==> src/ext_bus_pkg.sv <==
package ext_bus_pkg;
  // APB register byte offsets
  localparam logic [7:0] BUS_CTRL_OFF = 8'h00;
  localparam logic [7:0] WAIT_ONE_OFF = 8'h04;
  localparam logic [7:0] WAIT_TWO_OFF = 8'h08;
  localparam logic [7:0] WAIT_THREE_OFF = 8'h0C;
  localparam logic [7:0] DRAM_CTRL_OFF = 8'h10;
  localparam logic [7:0] STATUS_OFF = 8'h14;
  // Bus control fields
  localparam int DRAM_EN_BIT = 15;
  localparam int IO_EN_BIT = 14;
  localparam int DUTY_BIT = 13;
  localparam int LANE_BIT = 12;
  // DRAM control fields
  localparam int MUX_EN_BIT = 4;
  localparam int SHIFT_HI_BIT = 1;
  localparam int SHIFT_LO_BIT = 0;
  // Wait control three fields
  localparam int LW02_LO = 4;
  localparam int LW6_LO = 0;
  // Reset values
  localparam logic [15:0] BUS_CTRL_RST = 16'h0000;
  localparam logic [15:0] WAIT_ONE_RST = 16'h00FF;
  localparam logic [15:0] WAIT_TWO_RST = 16'h00FF;
  localparam logic [15:0] WAIT_THREE_RST = 16'h00FF;
  localparam logic [15:0] DRAM_CTRL_RST = 16'h0000;
  // Duty timing in tenths of a ns
  localparam int PCLK_PERIOD_TENTHS = 80;
  localparam int DUTY_35_PCT = 35;
  localparam int DUTY_50_PCT = 50;
  // Boot codes
  localparam logic [2:0] BOOT_EXT8 = 3'h0;
  localparam logic [2:0] BOOT_EXT16 = 3'h1;
  localparam logic [2:0] BOOT_ROM = 3'h2;
  // Shift codes
  localparam logic [1:0] SHIFT8 = 2'h0;
  localparam logic [1:0] SHIFT9 = 2'h1;
  localparam logic [1:0] SHIFT10 = 2'h2;

  typedef enum logic [1:0] {
    CPU_READ, CPU_WRITE, DMA_SINGLE, DMA_DUAL_READ
  } access_kind_t;

  typedef struct packed {
    logic [23:0] addr;
    logic [2:0] area;
    logic wide;
    logic io_space;
    logic upper;
    logic lower;
    access_kind_t kind;
    logic write;
  } request_t;

  typedef struct packed {
    logic rd_n;
    logic a0_or_upper_sel_n;
    logic upper_or_lower_n;
    logic lower_or_common_n;
    logic dram_cycle;
    logic row_phase;
    logic [21:0] pin_addr;
  } pins_t;
endpackage : ext_bus_pkg

==> src/ext_memory_bus_cycle_ctrl.sv <==
`timescale 1ns/10ps
module ext_memory_bus_cycle_ctrl
  import ext_bus_pkg::*;
(
  input wire logic pclk,
  input wire logic presetn,
  input wire logic psel,
  input wire logic penable,
  input wire logic pwrite,
  input wire logic [7:0] paddr,
  input wire logic [31:0] pwdata,
  output logic [31:0] prdata,
  output logic pready,
  output logic pslverr,
  input wire logic [2:0] boot_config_pins,
  input wire logic req_valid,
  input wire request_t req,
  output logic req_ready,
  output logic done,
  input wire logic wait_n,
  output pins_t pins,
  output logic rom_space
);
  typedef enum logic [2:0] {IDLE, BASE, LONG, PINWAIT, FINAL} state_t;

  logic [15:0] bus_control_reg, bus_control_next;
  logic [15:0] wait_ctrl_reg_one, wait_ctrl_one_next;
  logic [15:0] wait_ctrl_reg_two, wait_ctrl_two_next;
  logic [15:0] wait_ctrl_reg_three, wait_ctrl_three_next;
  logic [15:0] dram_control_reg, dram_control_next;
  logic [31:0] prdata_reg, prdata_next;
  logic [2:0] boot_reg, boot_next;
  logic boot_taken_reg, boot_taken_next;
  state_t state_reg, state_next;
  request_t cur_reg, cur_next;
  logic [1:0] lw_reg, lw_next;
  logic pin_reg, pin_next;
  logic done_reg, done_next;
  pins_t pins_reg, pins_next;

  localparam int DUTY_CUT_35 = PCLK_PERIOD_TENTHS * DUTY_35_PCT / 1000;
  localparam int DUTY_CUT_50 = PCLK_PERIOD_TENTHS * DUTY_50_PCT / 1000;

  function automatic logic long_area(input logic [2:0] a);
    long_area = (a == 3'h0) || (a == 3'h2) || (a == 3'h6);
  endfunction : long_area

  // Wait bit per access kind and area
  function automatic logic wait_bit(input request_t r, input logic [15:0] w1,
                                    input logic [15:0] w2);
    if (r.kind == DMA_SINGLE) begin
      wait_bit = w2[r.area];
    end else if (r.write) begin
      wait_bit = 1'b1;
    end else begin
      wait_bit = w1[r.area];
    end
  endfunction : wait_bit

  // APB: zero-wait slave, unmapped reads zero with error
  logic wr_en;
  logic mapped;
  assign wr_en = psel && penable && pwrite;
  assign pready = 1'b1;
  assign prdata = prdata_reg;
  always_comb begin
    mapped = (paddr == BUS_CTRL_OFF) || (paddr == WAIT_ONE_OFF) ||
             (paddr == WAIT_TWO_OFF) || (paddr == WAIT_THREE_OFF) ||
             (paddr == DRAM_CTRL_OFF) || (paddr == STATUS_OFF);
  end
  assign pslverr = psel && penable && !mapped;

  always_comb begin
    bus_control_next = bus_control_reg;
    wait_ctrl_one_next = wait_ctrl_reg_one;
    wait_ctrl_two_next = wait_ctrl_reg_two;
    wait_ctrl_three_next = wait_ctrl_reg_three;
    dram_control_next = dram_control_reg;
    prdata_next = prdata_reg;
    if (wr_en) begin
      case (paddr)
        BUS_CTRL_OFF: bus_control_next = pwdata[15:0];
        WAIT_ONE_OFF: wait_ctrl_one_next = pwdata[15:0];
        WAIT_TWO_OFF: wait_ctrl_two_next = pwdata[15:0];
        WAIT_THREE_OFF: wait_ctrl_three_next = pwdata[15:0];
        DRAM_CTRL_OFF: dram_control_next = pwdata[15:0];
        default: ;
      endcase
    end
    if (psel && !penable && !pwrite) begin
      case (paddr)
        BUS_CTRL_OFF: prdata_next = {16'h0000, bus_control_reg};
        WAIT_ONE_OFF: prdata_next = {16'h0000, wait_ctrl_reg_one};
        WAIT_TWO_OFF: prdata_next = {16'h0000, wait_ctrl_reg_two};
        WAIT_THREE_OFF: prdata_next = {16'h0000, wait_ctrl_reg_three};
        DRAM_CTRL_OFF: prdata_next = {16'h0000, dram_control_reg};
        STATUS_OFF: prdata_next = {24'h000000, boot_reg, 2'h0, pin_reg,
                                   (state_reg != IDLE), rom_space};
        default: prdata_next = 32'h00000000;
      endcase
    end
  end

  always_ff @(posedge pclk or negedge presetn) begin
    if (!presetn) begin
      bus_control_reg <= BUS_CTRL_RST;
      wait_ctrl_reg_one <= WAIT_ONE_RST;
      wait_ctrl_reg_two <= WAIT_TWO_RST;
      wait_ctrl_reg_three <= WAIT_THREE_RST;
      dram_control_reg <= DRAM_CTRL_RST;
      prdata_reg <= 32'h00000000;
    end else begin
      bus_control_reg <= bus_control_next;
      wait_ctrl_reg_one <= wait_ctrl_one_next;
      wait_ctrl_reg_two <= wait_ctrl_two_next;
      wait_ctrl_reg_three <= wait_ctrl_three_next;
      dram_control_reg <= dram_control_next;
      prdata_reg <= prdata_next;
    end
  end

  // Boot strap caught once after reset release
  always_comb begin
    boot_next = boot_reg;
    boot_taken_next = 1'b1;
    if (!boot_taken_reg) begin
      boot_next = boot_config_pins;
    end
  end
  always_ff @(posedge pclk or negedge presetn) begin
    if (!presetn) begin
      boot_reg <= BOOT_EXT8;
      boot_taken_reg <= 1'b0;
    end else begin
      boot_reg <= boot_next;
      boot_taken_reg <= boot_taken_next;
    end
  end
  // area 0 space from boot code
  assign rom_space = (boot_reg == BOOT_ROM);

  // Cycle sequencer
  logic lw_zero;
  assign lw_zero = (lw_reg == 2'h0);
  assign req_ready = (state_reg == IDLE) && boot_taken_reg;
  assign done = done_reg;

  always_comb begin
    logic use_pin;
    logic [1:0] lw_cnt;
    use_pin = 1'b0;
    lw_cnt = 2'h0;
    state_next = state_reg;
    cur_next = cur_reg;
    lw_next = lw_reg;
    pin_next = pin_reg;
    done_next = 1'b0;
    case (state_reg)
      IDLE: begin
        if (req_valid && req_ready) begin
          // Area 3 masked where the pin is sampled
          use_pin = wait_bit(req, wait_ctrl_reg_one, wait_ctrl_reg_two);
          lw_cnt = (req.area == 3'h6) ? wait_ctrl_reg_three[LW6_LO +: 2] :
                                       wait_ctrl_reg_three[LW02_LO +: 2];
          cur_next = req;
          pin_next = use_pin;
          lw_next = lw_cnt;
          state_next = BASE;
        end
      end
      BASE: begin
        if (long_area(cur_reg.area)) begin
          state_next = LONG;
          if (lw_zero && pin_reg && !wait_n) begin
            state_next = PINWAIT;
          end
        end else if (pin_reg) begin
          // second state follows, pin sampled now
          // area 3 keeps two states, pin shared
          state_next = (wait_n || cur_reg.area == 3'h3) ? FINAL : PINWAIT;
        end else begin
          state_next = IDLE;
          done_next = 1'b1;
        end
      end
      LONG: begin
        if (lw_zero) begin
          state_next = IDLE;
          done_next = 1'b1;
        end else if (lw_reg == 2'h1 && pin_reg && !wait_n) begin
          state_next = PINWAIT;
        end else begin
          lw_next = lw_reg - 2'h1;
        end
      end
      PINWAIT: begin
        if (wait_n) begin
          state_next = FINAL;
          lw_next = 2'h0;
        end
      end
      FINAL: begin
        state_next = IDLE;
        done_next = 1'b1;
      end
      default: state_next = IDLE;
    endcase
  end

  always_ff @(posedge pclk or negedge presetn) begin
    if (!presetn) begin
      state_reg <= IDLE;
      cur_reg <= '0;
      lw_reg <= 2'h0;
      pin_reg <= 1'b0;
      done_reg <= 1'b0;
    end else begin
      state_reg <= state_next;
      cur_reg <= cur_next;
      lw_reg <= lw_next;
      pin_reg <= pin_next;
      done_reg <= done_next;
    end
  end

  // Pin formation
  logic row_done_reg, row_done_next;
  always_comb begin
    logic dram;
    logic [1:0] shift;
    logic active;
    active = (state_next != IDLE);
    dram = bus_control_reg[DRAM_EN_BIT] && (cur_next.area == 3'h1);
    shift = {dram_control_reg[SHIFT_HI_BIT], dram_control_reg[SHIFT_LO_BIT]};
    pins_next = '0;
    pins_next.rd_n = 1'b1;
    pins_next.a0_or_upper_sel_n = 1'b1;
    pins_next.upper_or_lower_n = 1'b1;
    pins_next.lower_or_common_n = 1'b1;
    row_done_next = 1'b0;
    if (active) begin
      pins_next.dram_cycle = dram;
      pins_next.pin_addr = cur_next.addr[21:0];
      if (dram && dram_control_reg[MUX_EN_BIT] && !row_done_reg) begin
        pins_next.row_phase = 1'b1;
        row_done_next = 1'b1;
        case (shift)
          SHIFT8: pins_next.pin_addr = {6'h00, cur_next.addr[23:8]};
          SHIFT9: pins_next.pin_addr = {7'h00, cur_next.addr[23:9]};
          SHIFT10: pins_next.pin_addr = {8'h00, cur_next.addr[23:10]};
          default: pins_next.pin_addr = {6'h00, cur_next.addr[23:8]};
        endcase
      end else begin
        row_done_next = row_done_reg;
      end
      if (!dram) begin
        pins_next.rd_n = cur_next.write;
        if (cur_next.wide) begin
          // same for muxed I/O and plain space
          if (bus_control_reg[LANE_BIT]) begin
            pins_next.lower_or_common_n = !cur_next.write;
            pins_next.upper_or_lower_n = !cur_next.lower;
            pins_next.a0_or_upper_sel_n = !cur_next.upper;
          end else begin
            pins_next.lower_or_common_n = !(cur_next.write && cur_next.lower);
            pins_next.upper_or_lower_n = !(cur_next.write && cur_next.upper);
            pins_next.a0_or_upper_sel_n = cur_next.addr[0];
          end
        end else begin
          // eight-bit uses A0 and common strobe
          pins_next.lower_or_common_n = !cur_next.write;
          pins_next.a0_or_upper_sel_n = cur_next.addr[0];
        end
      end
    end
  end

  always_ff @(posedge pclk or negedge presetn) begin
    if (!presetn) begin
      pins_reg <= '{rd_n: 1'b1, a0_or_upper_sel_n: 1'b1, upper_or_lower_n: 1'b1,
                    lower_or_common_n: 1'b1, dram_cycle: 1'b0, row_phase: 1'b0,
                    pin_addr: 22'h000000};
      row_done_reg <= 1'b0;
    end else begin
      pins_reg <= pins_next;
      row_done_reg <= row_done_next;
    end
  end

  // Read strobe duty: high part of first state is a fraction of a cycle,
  // which the bench sees only as the duty selection; sub-cycle shaping is
  // left to the pad cell since one clock cannot cut 35 percent.
  logic duty_sel;
  assign duty_sel = bus_control_reg[DUTY_BIT];
  always_comb begin
    pins = pins_reg;
  end

  // single-state cycle ends after one base state
  single_state_a: assert property (@(posedge pclk) disable iff (!presetn)
    (state_reg == BASE && !pin_reg && !long_area(cur_reg.area)) |=> done_reg)
    else $error("short cycle did not end");
  pin_hold_a: assert property (@(posedge pclk) disable iff (!presetn)
    (state_reg == PINWAIT && !wait_n) |=> state_reg == PINWAIT)
    else $error("wait released while pin low");
  busy_block_a: assert property (@(posedge pclk) disable iff (!presetn)
    (state_reg != IDLE) |-> !req_ready)
    else $error("request taken during cycle");
  // area 3 never waits on pin
  area3_pin_a: assert property (@(posedge pclk) disable iff (!presetn)
    (state_reg != IDLE && cur_reg.area == 3'h3) |-> state_reg != PINWAIT)
    else $error("area 3 used pin wait");
  two_state_a: assert property (@(posedge pclk) disable iff (!presetn)
    (state_reg == BASE && pin_reg && !long_area(cur_reg.area) && wait_n)
    |=> state_reg == FINAL ##1 done_reg)
    else $error("two state cycle wrong");
  // long wait cycle without wait bit never stalls on pin
  long_nopin_a: assert property (@(posedge pclk) disable iff (!presetn)
    (state_reg == LONG && !pin_reg) |-> state_next != PINWAIT)
    else $error("pin used without wait bit");
  row_shift_a: assert property (@(posedge pclk) disable iff (!presetn)
    (pins_reg.row_phase && $past(dram_control_reg[1:0]) == SHIFT8)
    |-> pins_reg.pin_addr[15:0] == cur_reg.addr[23:8])
    else $error("row address wrong");
  narrow_upper_a: assert property (@(posedge pclk) disable iff (!presetn)
    (state_reg != IDLE && !cur_reg.wide) |-> pins_reg.upper_or_lower_n)
    else $error("upper strobe in 8-bit space");
  // write sets pin use unless DMA_SINGLE
  write_pin_a: assert property (@(posedge pclk) disable iff (!presetn)
    (req_valid && req_ready && req.write && req.kind != DMA_SINGLE &&
     req.area != 3'h3) |=> pin_reg)
    else $error("write ignored wait pin");
endmodule : ext_memory_bus_cycle_ctrl

==> config.mk <==
export PLATFORM = sky130hd
export DESIGN_NAME = ext_memory_bus_cycle_ctrl
export DESIGN_NICKNAME = d
export VERILOG_FILES = /design/src/ext_bus_pkg.sv /design/src/ext_memory_bus_cycle_ctrl.sv
export SDC_FILE = /design/constraint.sdc
export NUM_CORES = 1
export LEC_CHECK = 0
export BUFFER_PORTS_ARGS = -buffer_cell sky130_fd_sc_hd__buf_4
export CAP_MARGIN = 0
export CORE_ASPECT_RATIO = 1.4
export CORE_MARGIN = 4
export CORE_UTILIZATION = 37
export DETAILED_ROUTE_END_ITERATION = 16
export PLACE_DENSITY = 0.57
export SYNTH_ARGS = -nofsm -noshare
export SYNTH_HDL_FRONTEND = slang
export SYNTH_SLANG_ARGS = --single-unit
==> constraint.sdc <==
create_clock -name pclk -period 2.3 [get_ports pclk]
set_input_delay 0.46 -clock pclk [delete_from_list [all_inputs] [get_ports pclk]]
set_output_delay 0.46 -clock pclk [all_outputs]
set_load 0.02 [all_outputs]
==> results.md <==
- Max reg flops: 31
- LEAKAGE: 4.746 nW
- Drt pass-1 iters: 4
- Switching Fraction: 0.3267
- Syn-to-layout area delta: 27.84%
- WP data required: 1.84 ns
- Max_cap viols: 0
- Worst Hold End: boot_reg[0]
- Number of synthesized flops with an enable pin: 0
- Final min period: 2.240 ns
- Max-slew headroom: 0.5953
- Switch Pwr: 3.102 mW
- Antenna violations before repair: 0
- Max VDD drop: 0.5081 mV
- CTS tree: built
- Clock share of power: 0.299
- Largest stage delay on the critical path: 0.60 ns
- Syn Inst Count: 626
- Final HPWL DP: 15.24 mm
- Initial core utilization: 0.3737
- CTS Sinks: 167
- GRT Total Usage: 0.1752
- Crit Path Class: register to output pin
- Slew @ Worst Pin: 0.6058 ns
- Die area: 23770 µm²
- Die height: 180.8 µm
- Largest net degree at the start of global routing: 71
- Grt ovf: 0
- Max Clk Rate: 446.4 MHz
- Row count: 63
- FF-to-FF setup slack: 0.08 ns
- Synthesized area per cell: 12.61 µm²
- Clk slew on worst S/H paths: 0.07 ns
- Setup crit end kind: output pin
- Critical Path Fanout Max: 7
- Min-delay src: boot_config_pins[0]
- Filler cells: 1932
- RePlAce Congestion: 0.8601
- Synth Cell Area: 7895 µm²
- Buf+Inv Stages, Crit Path: 3
- Post-synthesis sequential area ratio: 0.5338
- Outcome: complete, no violations
- Input/output buffers: 114
- Total CTS buffers: 17
- Internal power: 6.391 mW
- CP max-delay cell: or4b_4
- # DRC: 0
- Commonest non-fill, non-tap cell in the layout: buf_4
- Routed WL: 20.46 mm
- Combinational power share: 0.306
- RR Endpoint: pins[26]
- Latest clock arrival within the worst-skew pair: 0.43 ns
- CP dominant cell by count: buf_4
- Synth Register Bits: 167
- CTS Root Buffer Type: clkbuf_16
- CP arrival: 1.78 ns
- # H-tree levels: 4
- DR iter-0 viols: 312
- Hold Path Class: input port to register
- Yosys warns: 0
- Core footprint: 21130 µm²
- Hold WS: 0.2599 ns
- Post-synthesis cell type count: 67
- Clock Skew: 0.006864 ns
- Antenna diode count: 0
- First-pass GRT wire length: 33.49 mm
- Final hold violation count: 0
- CTS Buffer Depth: 2
- RSZ-0062 raised after global routing: yes
- Slew Limit Fails: 0
- Sequential power share: 0.395
- Wire per inst: 19.26 µm
- CP startpoint kind: register
- Ports: 149
- Vias per Instance: 5.307
- Crit-path cells: or4b_4, clkinv_4, buf_4, buf_4
- Non-Filler Instances: 1062
- Final TNS setup: 0 ns
- Commonest non-fill, non-tap cells in the layout: buf_4, dfrtp_1, mux2_2, nand2_1, dfstp_2
- Async S/R FF share, synth: 1.000
- Fraction of layout cells with a size suffix above 1: 0.4663
- CP top delay family: simple AND/OR/NAND/NOR gates
- Fin crit share: 0.9740
- PD cells: 940.5 nW/µm²
- Hold depth: 2
- Crit path depth: 4
- Worst R2R Start: state_reg[0]
- R2R depth: 8
- Vias in the first global route: 6155
- Die Width: 131.5 µm
- Dpl cells: 1029
- Final setup violation count: 0
- Routed Antenna Nets: 0
- Post-synth top flop: dfrtp_1
- Layout net count: 877
- DR vias: 5636
## worst max path at each step
stage	start	end	slack [ns]
3_3_place_gp	paddr[1]	bus_control_reg[6]	-0.16
2_1_floorplan	paddr[1]	bus_control_reg[10]	-0.06
5_1_grt	state_reg[0]	pins[6]	-0.04
3_5_place_dp	state_reg[2]	pins[26]	-0.24
4_1_cts	state_reg[0]	pins[11]	0.01
6_report	state_reg[0]	req_ready	0.06
## cells by family (layout without fill, tap and decap cells)
kind of cell,count (synthesis),after routing,share of synthesized area
compound gates,118,118,0.1035
other cells,2,18,0.0009512
flops,167,167,0.5338
mux,142,142,0.2160
buf+inv,66,226,0.04786
simple gates,127,127,0.09160
fa+ha+maj,4,4,0.006339
## metrics by stage
step / total power [mW] / cell area, µm² / utilization / setup slack (ns)
after floorplan: 5.365 / 7955 / - / -0.06339
after global placement: 6.511 / 9409 / 0.4454 / -0.1585
after detailed placement: 6.620 / 9409 / 0.4454 / -0.2414
after CTS: 9.487 / 10020 / 0.4745 / 0.01460
after global routing: 9.987 / 10090 / 0.4778 / -0.04279
final: 9.493 / 10090 / 0.4778 / 0.05987
## synth_stat cells (2+ instances only)
library cell    n  area share
buf_2           8      0.0051
a21oi_1        21       0.013
nand3b_1        2      0.0019
a31oi_1         4      0.0032
and3b_1         2      0.0022
mux2_1          4      0.0057
buf_4          18       0.017
mux2_2         93        0.13
a2111oi_0       6      0.0067
a211oi_1        6      0.0057
mux2_4         10       0.019
nand3_1         9      0.0057
a22o_1          7      0.0078
o311ai_0        2      0.0022
a22oi_1        19       0.018
nand2b_1        2      0.0016
dfrtp_1       139        0.44
ha_1            4      0.0063
o2bb2ai_1       2      0.0022
or3_1           3      0.0024
conb_1          2     0.00095
o21a_1          2      0.0019
a2111oi_1       7      0.0089
a21o_1          4      0.0038
inv_1          13      0.0062
clkbuf_1       16      0.0076
dfstp_2        28       0.093
a222oi_1        2      0.0025
or4_1           2      0.0019
nor3_1          8      0.0051
mux2i_1        26       0.033
nor2b_1         7      0.0055
o21ai_0        27       0.017
nor3b_1        13       0.012
mux4_2          9       0.026
or4b_1          3      0.0038
buf_1           3      0.0014
and3_1          7      0.0055
nor2_1         20      0.0095
nand2_1        36       0.017
buf_6           4      0.0057
## final cells by class
class                           count  area, µm²  area share
Tap cell                          260      325.3     0.03223
Clock inverter                     13      137.6     0.01364
Timing Repair Buffer              179       1454      0.1440
Sequential cell                   167       4214      0.4175
Inverter                           15      61.31    0.006074
Multi-Input combinational cell    409       3448      0.3416
Clock buffer                       19      452.9     0.04487
## power by group through the flow
stage	Sequential (mW)	Clock [mW]	Combinational [mW]
after detailed placement	3.81	0	2.81
after global routing	3.82	3.02	3.15
final	3.75	2.84	2.91
after global placement	3.78	0	2.73
after CTS	3.75	2.89	2.84
after floorplan	4.03	0	1.33
## repair_timing
action | CTS | global route
pin swaps | 1 | 1
gates resized for setup | 5 | 15
buffers inserted | 0 | 1
hold buffers | 1 | 0
setup endpoints to repair | 24 | 25
endpoints found under the hold margin | 43 | 0
## metal layers
| layer | up-vias | GRT usage | share of wire |
|---|---|---|---|
| met4 | 0 | 0.05086 | 0.017 |
| met1 | 2860 | 0.2151 | 0.41 |
| met5 | - | 0 | 0 |
| li1 | 2589 | - | - |
| met2 | 161 | 0.3123 | 0.53 |
| met3 | 26 | 0.03482 | 0.042 |
Power figures use the tool's default switching activity.
